## src/core/bmu_consts.vh

```
// Purpose: Constants for the single-bit manipulation unit of a 16-bit core.
// Assumes: Avalon-MM slave with byte addresses and one 32-bit word per register.
// Notes: Flag bits are C, Z, S and O in the low nibble of the flag register.
`ifndef BMU_CONSTS_VH
`define BMU_CONSTS_VH

`define BMU_OFS_CMD 8'h00
`define BMU_OFS_OPERAND 8'h04
`define BMU_OFS_BITSEL 8'h08
`define BMU_OFS_BASE 8'h0C
`define BMU_OFS_FLAGS 8'h10
`define BMU_OFS_RESULT 8'h14
`define BMU_OFS_STATUS 8'h18

`define BMU_OP_HI 3
`define BMU_OP_LO 0
`define BMU_CND_HI 7
`define BMU_CND_LO 4
`define BMU_CMD_DCARRY 8
`define BMU_CMD_MEM 9
`define BMU_CMD_W 10

`define BMU_FLG_C 0
`define BMU_FLG_Z 1
`define BMU_FLG_S 2
`define BMU_FLG_O 3
`define BMU_FLG_W 4

`define BMU_STS_BUSY 0
`define BMU_STS_DONE 1

`define BMU_RST_16 16'h0000
`define BMU_RST_32 32'h0000_0000
`define BMU_RST_CMD 10'h000
`define BMU_RST_FLG 4'h0
`define BMU_RST_8 8'h00

`define BMU_OP_CAND 4'h0
`define BMU_OP_BZERO 4'h1
`define BMU_OP_CMOVE 4'h2
`define BMU_OP_CANDN 4'h3
`define BMU_OP_CORN 4'h4
`define BMU_OP_BINV 4'h5
`define BMU_OP_BNTEST 4'h6
`define BMU_OP_CXORN 4'h7

`define BMU_CC_UGE 4'h0
`define BMU_CC_ULT 4'h1
`define BMU_CC_UGT 4'h2
`define BMU_CC_ULE 4'h3
`define BMU_CC_EQ 4'h4
`define BMU_CC_NE 4'h5
`define BMU_CC_POS 4'h6
`define BMU_CC_NEG 4'h7
`define BMU_CC_SGE 4'h8
`define BMU_CC_SLT 4'h9
`define BMU_CC_SGT 4'hA
`define BMU_CC_SLE 4'hB
`define BMU_CC_OV 4'hC
`define BMU_CC_NOV 4'hD

`define BMU_BYTE_SHIFT 3
`define BMU_BYTE_BIT_HI 2
`define BMU_WORD_BIT_HI 3

`endif

```

## src/core/bmu_core.v

```verilog
// Purpose: Single-bit datapath: clear, invert, conditional move, carry logic, inverted test.
// Assumes: Avalon-MM slave port; simple memory port with a level strobe held until ack.
// Notes: A command write starts one operation; commands written while busy are ignored.
//
// Implementation choices: register access over Avalon-MM and the register offsets.
`timescale 1ns/10ps
`include "bmu_consts.vh"

module bmu_core (
  input wire clk_i,
  input wire rst_i,
  input wire [7:0] avs_address_i,
  input wire avs_read_i,
  input wire avs_write_i,
  input wire [31:0] avs_writedata_i,
  input wire [3:0] avs_byteenable_i,
  output reg [31:0] avs_readdata_o,
  output reg avs_waitrequest_o,
  output reg [15:0] mem_addr_o,
  output reg mem_rd_o,
  output reg mem_wr_o,
  output reg [7:0] mem_wdata_o,
  input wire [7:0] mem_rdata_i,
  input wire mem_ack_i,
  output reg [3:0] flags_o,
  output reg done_o
);

  // Binary state codes; register operands skip both memory states.
  localparam [1:0] ST_IDLE = 2'b00;
  localparam [1:0] ST_MRD = 2'b01;
  localparam [1:0] ST_EXEC = 2'b10;
  localparam [1:0] ST_MWR = 2'b11;

  reg [1:0] state_ff;
  reg [9:0] cmd_ff;
  reg [15:0] operand_ff;
  reg [15:0] bitsel_ff;
  reg [15:0] base_ff;
  reg [15:0] result_ff;
  reg [7:0] mbyte_ff;
  reg start_ff;
  reg sts_done_ff;

  // Flag taps read the live flag register, so a software write counts at once.
  wire wr_acc;
  wire rd_acc;
  wire busy;
  wire [3:0] op;
  wire is_mem;
  wire dcarry;
  wire fc;
  wire fz;
  wire fs;
  wire fo;
  wire [15:0] bit_hit;

  // Combinational terms of the datapath; none of these hold state.
  reg [31:0] nxt_rdata;
  reg [15:0] work;
  reg [3:0] idx;
  reg src;
  reg cond_hold;
  reg [15:0] nxt_word;
  reg [3:0] nxt_flags;
  reg writes_bit;
  reg new_bit;

  // A write takes effect only at the edge where waitrequest is seen low; rd_acc marks the earlier request edge.
  assign wr_acc = avs_write_i && !avs_waitrequest_o;
  assign rd_acc = avs_read_i && avs_waitrequest_o;
  assign busy = (state_ff != ST_IDLE) || start_ff;
  assign op = cmd_ff[`BMU_OP_HI:`BMU_OP_LO];
  assign is_mem = cmd_ff[`BMU_CMD_MEM];
  assign dcarry = cmd_ff[`BMU_CMD_DCARRY];
  assign fc = flags_o[`BMU_FLG_C];
  assign fz = flags_o[`BMU_FLG_Z];
  assign fs = flags_o[`BMU_FLG_S];
  assign fo = flags_o[`BMU_FLG_O];

  // Partial writes keep the untouched byte lane, as the byte enables ask.
  function [15:0] merge16;
    input [15:0] old;
    input [15:0] wdat;
    input [1:0] be;
    begin
      merge16 = old;
      if (be[0]) begin
        merge16[7:0] = wdat[7:0];
      end
      if (be[1]) begin
        merge16[15:8] = wdat[15:8];
      end
    end
  endfunction

  // Reads have no side effect, so software may poll status while an operation runs.
  always @* begin
    nxt_rdata = `BMU_RST_32;
    case (avs_address_i)
      `BMU_OFS_CMD: nxt_rdata[`BMU_CMD_W-1:0] = cmd_ff;
      `BMU_OFS_OPERAND: nxt_rdata[15:0] = operand_ff;
      `BMU_OFS_BITSEL: nxt_rdata[15:0] = bitsel_ff;
      `BMU_OFS_BASE: nxt_rdata[15:0] = base_ff;
      `BMU_OFS_FLAGS: nxt_rdata[`BMU_FLG_W-1:0] = flags_o;
      `BMU_OFS_RESULT: nxt_rdata[15:0] = result_ff;
      `BMU_OFS_STATUS: begin
        nxt_rdata[`BMU_STS_BUSY] = busy;
        nxt_rdata[`BMU_STS_DONE] = sts_done_ff;
      end
      default: nxt_rdata = `BMU_RST_32;
    endcase
  end

  // Memory bits live in bytes, so the offset splits into a byte step and a bit within it.
  always @* begin
    if (is_mem) begin
      work = {`BMU_RST_8, mbyte_ff};
      idx = {1'b0, bitsel_ff[`BMU_BYTE_BIT_HI:0]};
    end else begin
      work = operand_ff;
      idx = bitsel_ff[`BMU_WORD_BIT_HI:0];
    end
    src = work[idx];
  end

  // A decoded select per bit makes the write-back a mask and merge; no other bit can move.
  genvar g;
  generate
    for (g = 0; g < 16; g = g + 1) begin : g_bit_sel
      localparam [3:0] BIT_POS = g;
      assign bit_hit[g] = (idx == BIT_POS);
    end
  endgenerate

  // Codes 14 and 15 are spare and read false, so a stray code only ever writes zero.
  always @* begin
    case (cmd_ff[`BMU_CND_HI:`BMU_CND_LO])
      `BMU_CC_UGE: cond_hold = fc;
      `BMU_CC_ULT: cond_hold = !fc;
      `BMU_CC_UGT: cond_hold = fc && !fz;
      `BMU_CC_ULE: cond_hold = !(fc && !fz);
      `BMU_CC_EQ: cond_hold = fz;
      `BMU_CC_NE: cond_hold = !fz;
      `BMU_CC_OV: cond_hold = fo;
      `BMU_CC_NOV: cond_hold = !fo;
      `BMU_CC_POS: cond_hold = !fs;
      `BMU_CC_NEG: cond_hold = fs;
      `BMU_CC_SGE: cond_hold = !(fs ^ fo);
      `BMU_CC_SLT: cond_hold = fs ^ fo;
      `BMU_CC_SGT: cond_hold = !((fs ^ fo) || fz);
      `BMU_CC_SLE: cond_hold = (fs ^ fo) || fz;
      default: cond_hold = 1'b0;
    endcase
  end

  // Every path starts from the unchanged word and flags so untouched bits stay put.
  always @* begin
    nxt_word = work;
    nxt_flags = flags_o;
    writes_bit = 1'b0;
    new_bit = 1'b0;
    case (op)
      `BMU_OP_CAND: nxt_flags[`BMU_FLG_C] = fc & src;
      `BMU_OP_BZERO: begin
        new_bit = 1'b0;
        writes_bit = 1'b1;
      end
      `BMU_OP_CMOVE: begin
        if (dcarry) begin
          nxt_flags[`BMU_FLG_C] = cond_hold;
        end else begin
          new_bit = cond_hold;
          writes_bit = 1'b1;
        end
      end
      `BMU_OP_CANDN: nxt_flags[`BMU_FLG_C] = fc & !src;
      `BMU_OP_CORN: nxt_flags[`BMU_FLG_C] = fc | !src;
      `BMU_OP_BINV: begin
        new_bit = !src;
        writes_bit = 1'b1;
      end
      `BMU_OP_BNTEST: begin
        nxt_flags[`BMU_FLG_Z] = !src;
        nxt_flags[`BMU_FLG_C] = !src;
      end
      `BMU_OP_CXORN: nxt_flags[`BMU_FLG_C] = fc ^ !src;
      default: nxt_flags = flags_o;
    endcase

    if (writes_bit) begin
      nxt_word = (work & ~bit_hit) | ({16{new_bit}} & bit_hit);
    end
  end

  // Read data load on the request edge, so they already stand when waitrequest drops.
  always @(posedge clk_i) begin
    if (rst_i) begin
      avs_waitrequest_o <= 1'b1;
      avs_readdata_o <= `BMU_RST_32;
    end else begin
      // One wait cycle per access, then a single ready edge.
      avs_waitrequest_o <= !((avs_read_i || avs_write_i) && avs_waitrequest_o);
      if (rd_acc) begin
        avs_readdata_o <= nxt_rdata;
      end
    end
  end

  always @(posedge clk_i) begin
    if (rst_i) begin
      state_ff <= ST_IDLE;
      cmd_ff <= `BMU_RST_CMD;
      operand_ff <= `BMU_RST_16;
      bitsel_ff <= `BMU_RST_16;
      base_ff <= `BMU_RST_16;
      result_ff <= `BMU_RST_16;
      mbyte_ff <= `BMU_RST_8;
      flags_o <= `BMU_RST_FLG;
      start_ff <= 1'b0;
      sts_done_ff <= 1'b0;
      done_o <= 1'b0;
      mem_addr_o <= `BMU_RST_16;
      mem_rd_o <= 1'b0;
      mem_wr_o <= 1'b0;
      mem_wdata_o <= `BMU_RST_8;
    end else begin
      start_ff <= 1'b0;
      done_o <= 1'b0;

      // Operand and selector writes are blocked while busy so a running operation stays coherent.
      if (wr_acc && !busy) begin
        case (avs_address_i)
          `BMU_OFS_CMD: begin
            if (avs_byteenable_i[0] && avs_byteenable_i[1]) begin
              cmd_ff <= avs_writedata_i[`BMU_CMD_W-1:0];
              start_ff <= 1'b1;
              sts_done_ff <= 1'b0;
            end
          end
          `BMU_OFS_OPERAND: operand_ff <= merge16(operand_ff, avs_writedata_i[15:0],
                                                  avs_byteenable_i[1:0]);
          `BMU_OFS_BITSEL: bitsel_ff <= merge16(bitsel_ff, avs_writedata_i[15:0],
                                                avs_byteenable_i[1:0]);
          `BMU_OFS_BASE: base_ff <= merge16(base_ff, avs_writedata_i[15:0],
                                            avs_byteenable_i[1:0]);
          `BMU_OFS_FLAGS: begin
            if (avs_byteenable_i[0]) begin
              flags_o <= avs_writedata_i[`BMU_FLG_W-1:0];
            end
          end
          default: start_ff <= 1'b0;
        endcase
      end

      // The memory strobes stay up until acknowledged, so a slow memory only stretches the op.
      case (state_ff)
        ST_IDLE: begin
          if (start_ff) begin
            if (is_mem) begin
              mem_addr_o <= base_ff + (bitsel_ff >> `BMU_BYTE_SHIFT);
              mem_rd_o <= 1'b1;
              state_ff <= ST_MRD;
            end else begin
              state_ff <= ST_EXEC;
            end
          end
        end
        ST_MRD: begin
          if (mem_ack_i) begin
            mem_rd_o <= 1'b0;
            mbyte_ff <= mem_rdata_i;
            state_ff <= ST_EXEC;
          end
        end
        ST_EXEC: begin
          // Flags and result move on one edge, so a status poll never sees half an update.
          flags_o <= nxt_flags;
          result_ff <= nxt_word;
          if (is_mem && writes_bit) begin
            mem_wdata_o <= nxt_word[7:0];
            mem_wr_o <= 1'b1;
            state_ff <= ST_MWR;
          end else begin
            done_o <= 1'b1;
            sts_done_ff <= 1'b1;
            state_ff <= ST_IDLE;
          end
        end
        ST_MWR: begin
          // Done waits for the write acknowledge, so software never reads a stale byte.
          if (mem_ack_i) begin
            mem_wr_o <= 1'b0;
            done_o <= 1'b1;
            sts_done_ff <= 1'b1;
            state_ff <= ST_IDLE;
          end
        end
        default: state_ff <= ST_IDLE;
      endcase
    end
  end

endmodule // bmu_core

```

## config.mk

```make
export PLATFORM = sky130hd
export DESIGN_NAME = bmu_core
export DESIGN_NICKNAME = d
export VERILOG_FILES = /design/src/core/bmu_core.v
export VERILOG_INCLUDE_DIRS = /design/src /design/src/core
export SDC_FILE = /design/constraint.sdc
export NUM_CORES = 1
export LEC_CHECK = 0
export BUFFER_PORTS_ARGS = -buffer_cell sky130_fd_sc_hd__buf_2
export CORE_MARGIN = 2
export CORE_UTILIZATION = 30
export DETAILED_ROUTE_END_ITERATION = 10
export PLACE_DENSITY = 0.54
export SLEW_MARGIN = 20
export SYNTH_ARGS = -nofsm -noshare
export SYNTH_HDL_FRONTEND = slang
export SYNTH_SLANG_ARGS = --single-unit
export TNS_END_PERCENT = 50
```

## constraint.sdc

```tcl
create_clock -name clk_i -period 3.3 [get_ports clk_i]
set_input_delay 0 -clock clk_i [delete_from_list [all_inputs] [get_ports clk_i]]
set_output_delay 0 -clock clk_i [all_outputs]
set_load 0.02 [all_outputs]
```

# After elaboration in Yosys (flattened, before gate mapping)
# Index checks and enable logic that the tools add are counted.
word_totals:
  reg_bits: 134
  input_bits: 57
  elab_cells: 181
classes:
  addsub: 1
  magnitude_cmp: 1
  eq_ne: 52
  muxes: 43
  n_bitwise: 12
  reduce_logical: 50
op_table:
  columns: ["cell", "n"]
  rows:
  - ["$eq 4x4->1 const B", 14]
  - ["$eq 4x3->1 const B", 12]
  - ["$and 16x16->16", 2]
  - ["$mux 16", 2]
  - ["$pmux 6 s5", 1]
  - ["$reduce_and 3->1", 10]
  - ["$eq 4x2->1 const B", 6]
  - ["$eq 8x5->1 const B", 3]
  - ["$pmux 6 s4", 1]
  - ["$mux 2", 9]
  - ["$mux 1", 17]
  - ["$add 16x13->16", 1]
  - ["$eq 8x4->1 const B", 2]
  - ["$not 16->16", 1]
  - ["$or 16x16->16", 1]
  - ["$pmux 1 s14", 1]
  - ["$pmux 2 s7", 1]
  - ["$eq 4x1->1 const B", 3]
  - ["$logic_not 4->1", 3]
  - ["$pmux 1 s2", 6]
  - ["$pmux 2 s6", 1]
  - ["$reduce_and 4->1", 3]
  - ["$reduce_bool 2->1", 6]
  - ["$logic_not 1->1", 11]
  - ["24 further kinds", 42]

# Depth between registers and ports, before layout
depth:
  word_depth: 9
  depth_mapped: 14
  mapped_depth_nobuf: 12

# Worst setup path before layout
# Ideal clock, no wire load.
synth_path:
  path_kind: "reg2reg"
  startpoint: "reg bitsel_ff[0]"
  endpoint: "reg flags_o[0]"
  setup_time_ns: 0.129
  arrival_ns: 2.238
  t_required_ns: 3.171
  path_slack_ns: 0.933
  path_stages_with_launch: 12
  path_buffers: 0
  synth_period_minus_slack_ns: 2.367
  cell_sequence: "dfxtp_1 > mux4_2 > nor2b_4 > a31oi_4 > o211ai_4 > ha_1 > a31oi_1 > nor3b_1 > a311oi_1 > o21ai_0 > nand2_1 > o31ai_1"
synth_via:
  elab_chain_cells: 7
synth_rtl:
  columns: ["element", "line_no", "text"]
  rows:
  - ["start: declaration", "bmu_core.v:38", "reg [15:0] bitsel_ff;"]
  - ["start signal: assignment", "bmu_core.v:215", "bitsel_ff <= `BMU_RST_16;"]
  - ["start signal: assignment", "bmu_core.v:243", "`BMU_OFS_BITSEL: bitsel_ff <= merge16(bitsel_ff, avs_writedata_i[15:0],"]
  - ["$mux 4 *", "bmu_core.v:117", "if (is_mem) begin"]
  - ["$bmux 1 s4 *", "bmu_core.v:124", "src = work[idx];"]
  - ["$mux 1 (not written as such) *", "bmu_core.v:124", null]
  - ["$logic_not 1->1", null, null]
  - ["$xor 1x1->1, or another cell as far along", "bmu_core.v:187", "`BMU_OP_CXORN: nxt_flags[`BMU_FLG_C] = fc ^ !src;"]
  - ["$pmux 1 s6 *", "bmu_core.v:163", "case (op)"]
  - ["$mux 2 *", "bmu_core.v:257", "case (state_ff)"]
  - ["end signal: assignment", "bmu_core.v:219", "flags_o <= `BMU_RST_FLG;"]
  - ["end signal: assignment", "bmu_core.v:249", "flags_o <= avs_writedata_i[`BMU_FLG_W-1:0];"]
  - ["end signal: assignment", "bmu_core.v:278", "flags_o <= nxt_flags;"]
  - ["end: declaration", "bmu_core.v:25", "output reg [3:0] flags_o,"]
# Every way passes the cells marked *; elsewhere a longest branch is shown, timed or not. The select of a mux whose other input is x is not followed.
# A chain may end at the register's enable or synchronous reset.

# Worst setup path after layout
# Ends and elaborated chain as after synthesis.

==> summary.txt <==
Setup path
  • Critical path launch point: bitsel_ff[0]$_SDFFE_PP0P_
  • CP required: 3.58 ns
  • Ordered list of cells on the worst path: mux4_2 > nor2b_4 > a31oi_4 > o211ai_4 > ha_1 > a31oi_1 > nor3b_1 > a311oi_1 > o21ai_0 > nand2_1 > o31ai_1
  • CP arrival: 3.02 ns
  • R2r setup slk: 0.55 ns
  • R2R Path Start: bitsel_ff[0]$_SDFFE_PP0P_
  • CP max-delay cell: dfxtp_1
  • CP bufs+invs: 0
  • Max stage delay on crit path: 0.54 ns
  • CP startpoint kind: register
  • Crit Path Max Fanout: 10
  • Critical path's top delay family: compound AO/OA/AOI/OAI gates
  • Crit Path Class: register to register
  • CP Capture Type: register
  • R2R Path End: flags_o[0]$_SDFFE_PP0P_
  • Worst r2r path cells: 11

Place
  • Placed Instance Area: 7590 µm²
  • Port Buffers: 86
  • Hpwl dp: 16000 µm
  • Final GP Congestion: 0.898
  • Cell Count Post-Placement: 1108

Min path
  • HP Start: avs_byteenable_i[1]
  • Hold path endpoint: cmd_ff[9]$_SDFFE_PP0P_
  • Hold Crit Depth: 4
  • Worst hold path type: input pin to register

Clock network
  • CTS tree: done
  • Clock Tree Root: clkbuf_16
  • TritonCTS buffer count: 17
  • CTS clk-pin slew, worst paths: 0.06 ns
  • Clock Path Buffers: 2
  • Clk sinks: 134
  • H-tree depth: 4
  • Resized cells post-CTS: 0
  • Worst-Skew Late Latency: 0.43 ns

STA
  • Worst-Margin Slew: 0.831 ns
  • Final Cycle Share: 83.2%
  • Max Slew Vio Count: 0
  • Fmax: 364 MHz
  • RSZ-0062 raised after global routing: no
  • Fin. Hold Viols: 0
  • Final setup fails: 0
  • Final min period: 2.75 ns
  • Slew margin rel.: 44.6%
  • Clock skew: 0.00787 ns
  • Setup TNS: 0 ns
  • Final hold slack: 0.0189 ns

Yosys
  • Top_reg_cell synth: dfxtp_1
  • Synth area leader: dfxtp_1
  • Yosys warns: 0
  • Asr flop ratio synth: 0%
  • FF+latch count, synth: 134
  • Syn avg cell area: 9.03 µm²
  • Top cells by area, synth: dfxtp_1 38%, mux2i_1 12%, nor2_1 5.9%, a21oi_1 3.6%, nand2_1 3.2%
  • Syn Inst Count: 773
  • Cell Area, Synth: 6980 µm²
  • Number of flops mapped to enable cells by yosys: 0
  • Synth cell types: 76
  • Top-area cell type share of the netlist area: 38.4%
  • Sequential element share of the synthesized area: 38.4%

Detailed routing
  • First DRT Iteration DRCs: 478
  • Routed Antenna Nets: 0
  • Post-Route WL: 21700 µm
  • Vias per cell: 5.31
  • DRC: 0
  • Via count: 6252
  • First-pass detailed-route iteration total: 5
  • Wire per inst: 18.4 µm

Finish
  • Area Overhead vs Synth: 22.4%
  • Layout Cells excl Fill: 1178
  • Multi-input gate area: 3960 µm²
  • Layout cells sized above 1: 17.8%
  • Commonest non-fill, non-tap cell in the layout: dfxtp_1
  • Core Util, Final: 37.6%
  • Leading cell types in the layout, fill and taps excluded: 134 x dfxtp_1, 109 x nor2_1, 85 x buf_2, 84 x mux2i_1, 60 x nand2_1
  • Number of fill cells: 2364
  • NumNets Final: 950
  • Design area: 8540 µm²
  • Sequential cell area: 2680 µm²

Global route
  • Largest net degree at the start of global routing: 56
  • Vias in the first global route: 5789
  • GRT Overall Usage: 17.9%
  • Met1 usage: 24.1%
  • Grt ovf: 0
  • GR Util met2: 27.8%
  • Gr busiest metal: met2
  • Met3 usage: 4.49%
  • Initial antenna violation count: 2
  • First-pass GRT wire length: 33300 µm

Floorplanning
  • Die X: 157 µm
  • Die Span Y: 157 µm
  • Core area: 22700 µm²
  • Die footprint: 24500 µm²
  • Starting Density: 30.7%
  • Row count: 55
  • I/O pin count: 121

Pwr
  • Leakage power total: 3.56 nW
  • Pwr dens: 438 nW/µm²
  • Worst VDD drop: 304 µV

Status
  • Status: finished, final reports clean

Flow run
  • Max-cap violations: 0
==> worst register-to-register path, delay by kind of cell (launching register included) <==
kind	cells	cell delay [ns]
AOI/OAI and AO/OA	6	0.94
adders and majority gates	1	0.28
muxes	1	0.55
and+or+nand+nor	3	0.29
DFF	1	0.54
==> cell type report <==
cell class | instances | share of cell area [%]
sequential | 134 | 31.4
inverter | 8 | 0.352
tap | 285 | 4.17
multi-input combinational | 578 | 46.4
timing repair buffer | 139 | 10.8
clock buffer | 23 | 5.36
antenna | 2 | 0.0586
clock inverter | 9 | 1.48
==> what timing repair did <==
action | 4_1_cts | 5_1_grt
hold endpoints to repair | 75 | 0
hold buffers | 36 | 0
buffers inserted | 0 | 0
==> logic make-up after synthesis <==
logic type / synth area share [%]
flip-flops: 38.4
other: 0.0537
buffers and inverters: 5.59
AND/OR/NAND/NOR: 18.3
AO/OA/AOI/OAI: 17.7
multiplexers: 15.1
adder cells (fa/ha/maj): 2.80
XOR/XNOR: 2.01
==> power by group <==
part / switching, mW / internal, mW / total [mW]
sequential: 0.00683 / 1.63 / 1.63
combinational: 0.127 / 0.0680 / 0.195
clock: 0.708 / 1.20 / 1.91
==> worst max-delay path by stage <==
| stage | slack, ns | cells past startpoint | endpoint |
|---|---|---|---|
| 2_1_floorplan | 0.93 | 11 | flags_o[0]$_SDFFE_PP0P_ |
| 3_3_place_gp | 0.61 | 11 | flags_o[0]$_SDFFE_PP0P_ |
| 3_5_place_dp | 0.61 | 11 | flags_o[0]$_SDFFE_PP0P_ |
| 4_1_cts | 0.60 | 11 | flags_o[0]$_SDFFE_PP0P_ |
| 5_1_grt | 0.35 | 11 | flags_o[0]$_SDFFE_PP0P_ |
| 6_report | 0.55 | 11 | flags_o[0]$_SDFFE_PP0P_ |
==> state kept, by name, indices dropped and copies added, names as in the netlist, 8 cells and up <==
name and flops:
cmd_ff 10, bitsel_ff 16, mem_wdata_o 8, mbyte_ff 8, result_ff 16, base_ff 16
mem_addr_o 16, operand_ff 16, avs_readdata_o 16
==> cells in the mapped netlist, types with 3 or more instances <==
cell type,n
and3_1,9
ha_1,14
mux2i_1,84
clkbuf_1,33
a211oi_1,12
nor2b_1,12
and2_1,4
nor2_1,109
xnor2_1,10
a21o_1,7
dfxtp_1,134
o311ai_1,6
mux4_2,9
o21ai_1,3
a222oi_1,6
nor4b_1,3
a221o_1,4
o32ai_1,8
a311oi_1,5
nand3_1,14
buf_4,21
nand3b_1,5
a22o_1,4
a21oi_1,50
o211ai_1,12
nand2b_1,5
o21ai_0,13
a221oi_1,10
a31oi_1,10
inv_1,8
buf_2,9
buf_1,3
nor3_1,18
xor2_1,6
nand2_1,60
==> layer usage <==
layer  vias to the layer above  part of all wire [%]
met2                       194                    45
li1                       3001                     -
met5                         -                     0
met4                         0                   2.3
met1                      3033                    46
met3                        24                   6.1
==> through the flow <==
stage | total power, mW | worst slack, ns
detailed placement | 1.84 | 0.611
CTS | 3.78 | 0.604
floorplan | 1.78 | 0.933
global placement | 1.84 | 0.610
finish | 3.74 | 0.555
global route | 3.86 | 0.354
(Power assumes the default switching activity.)
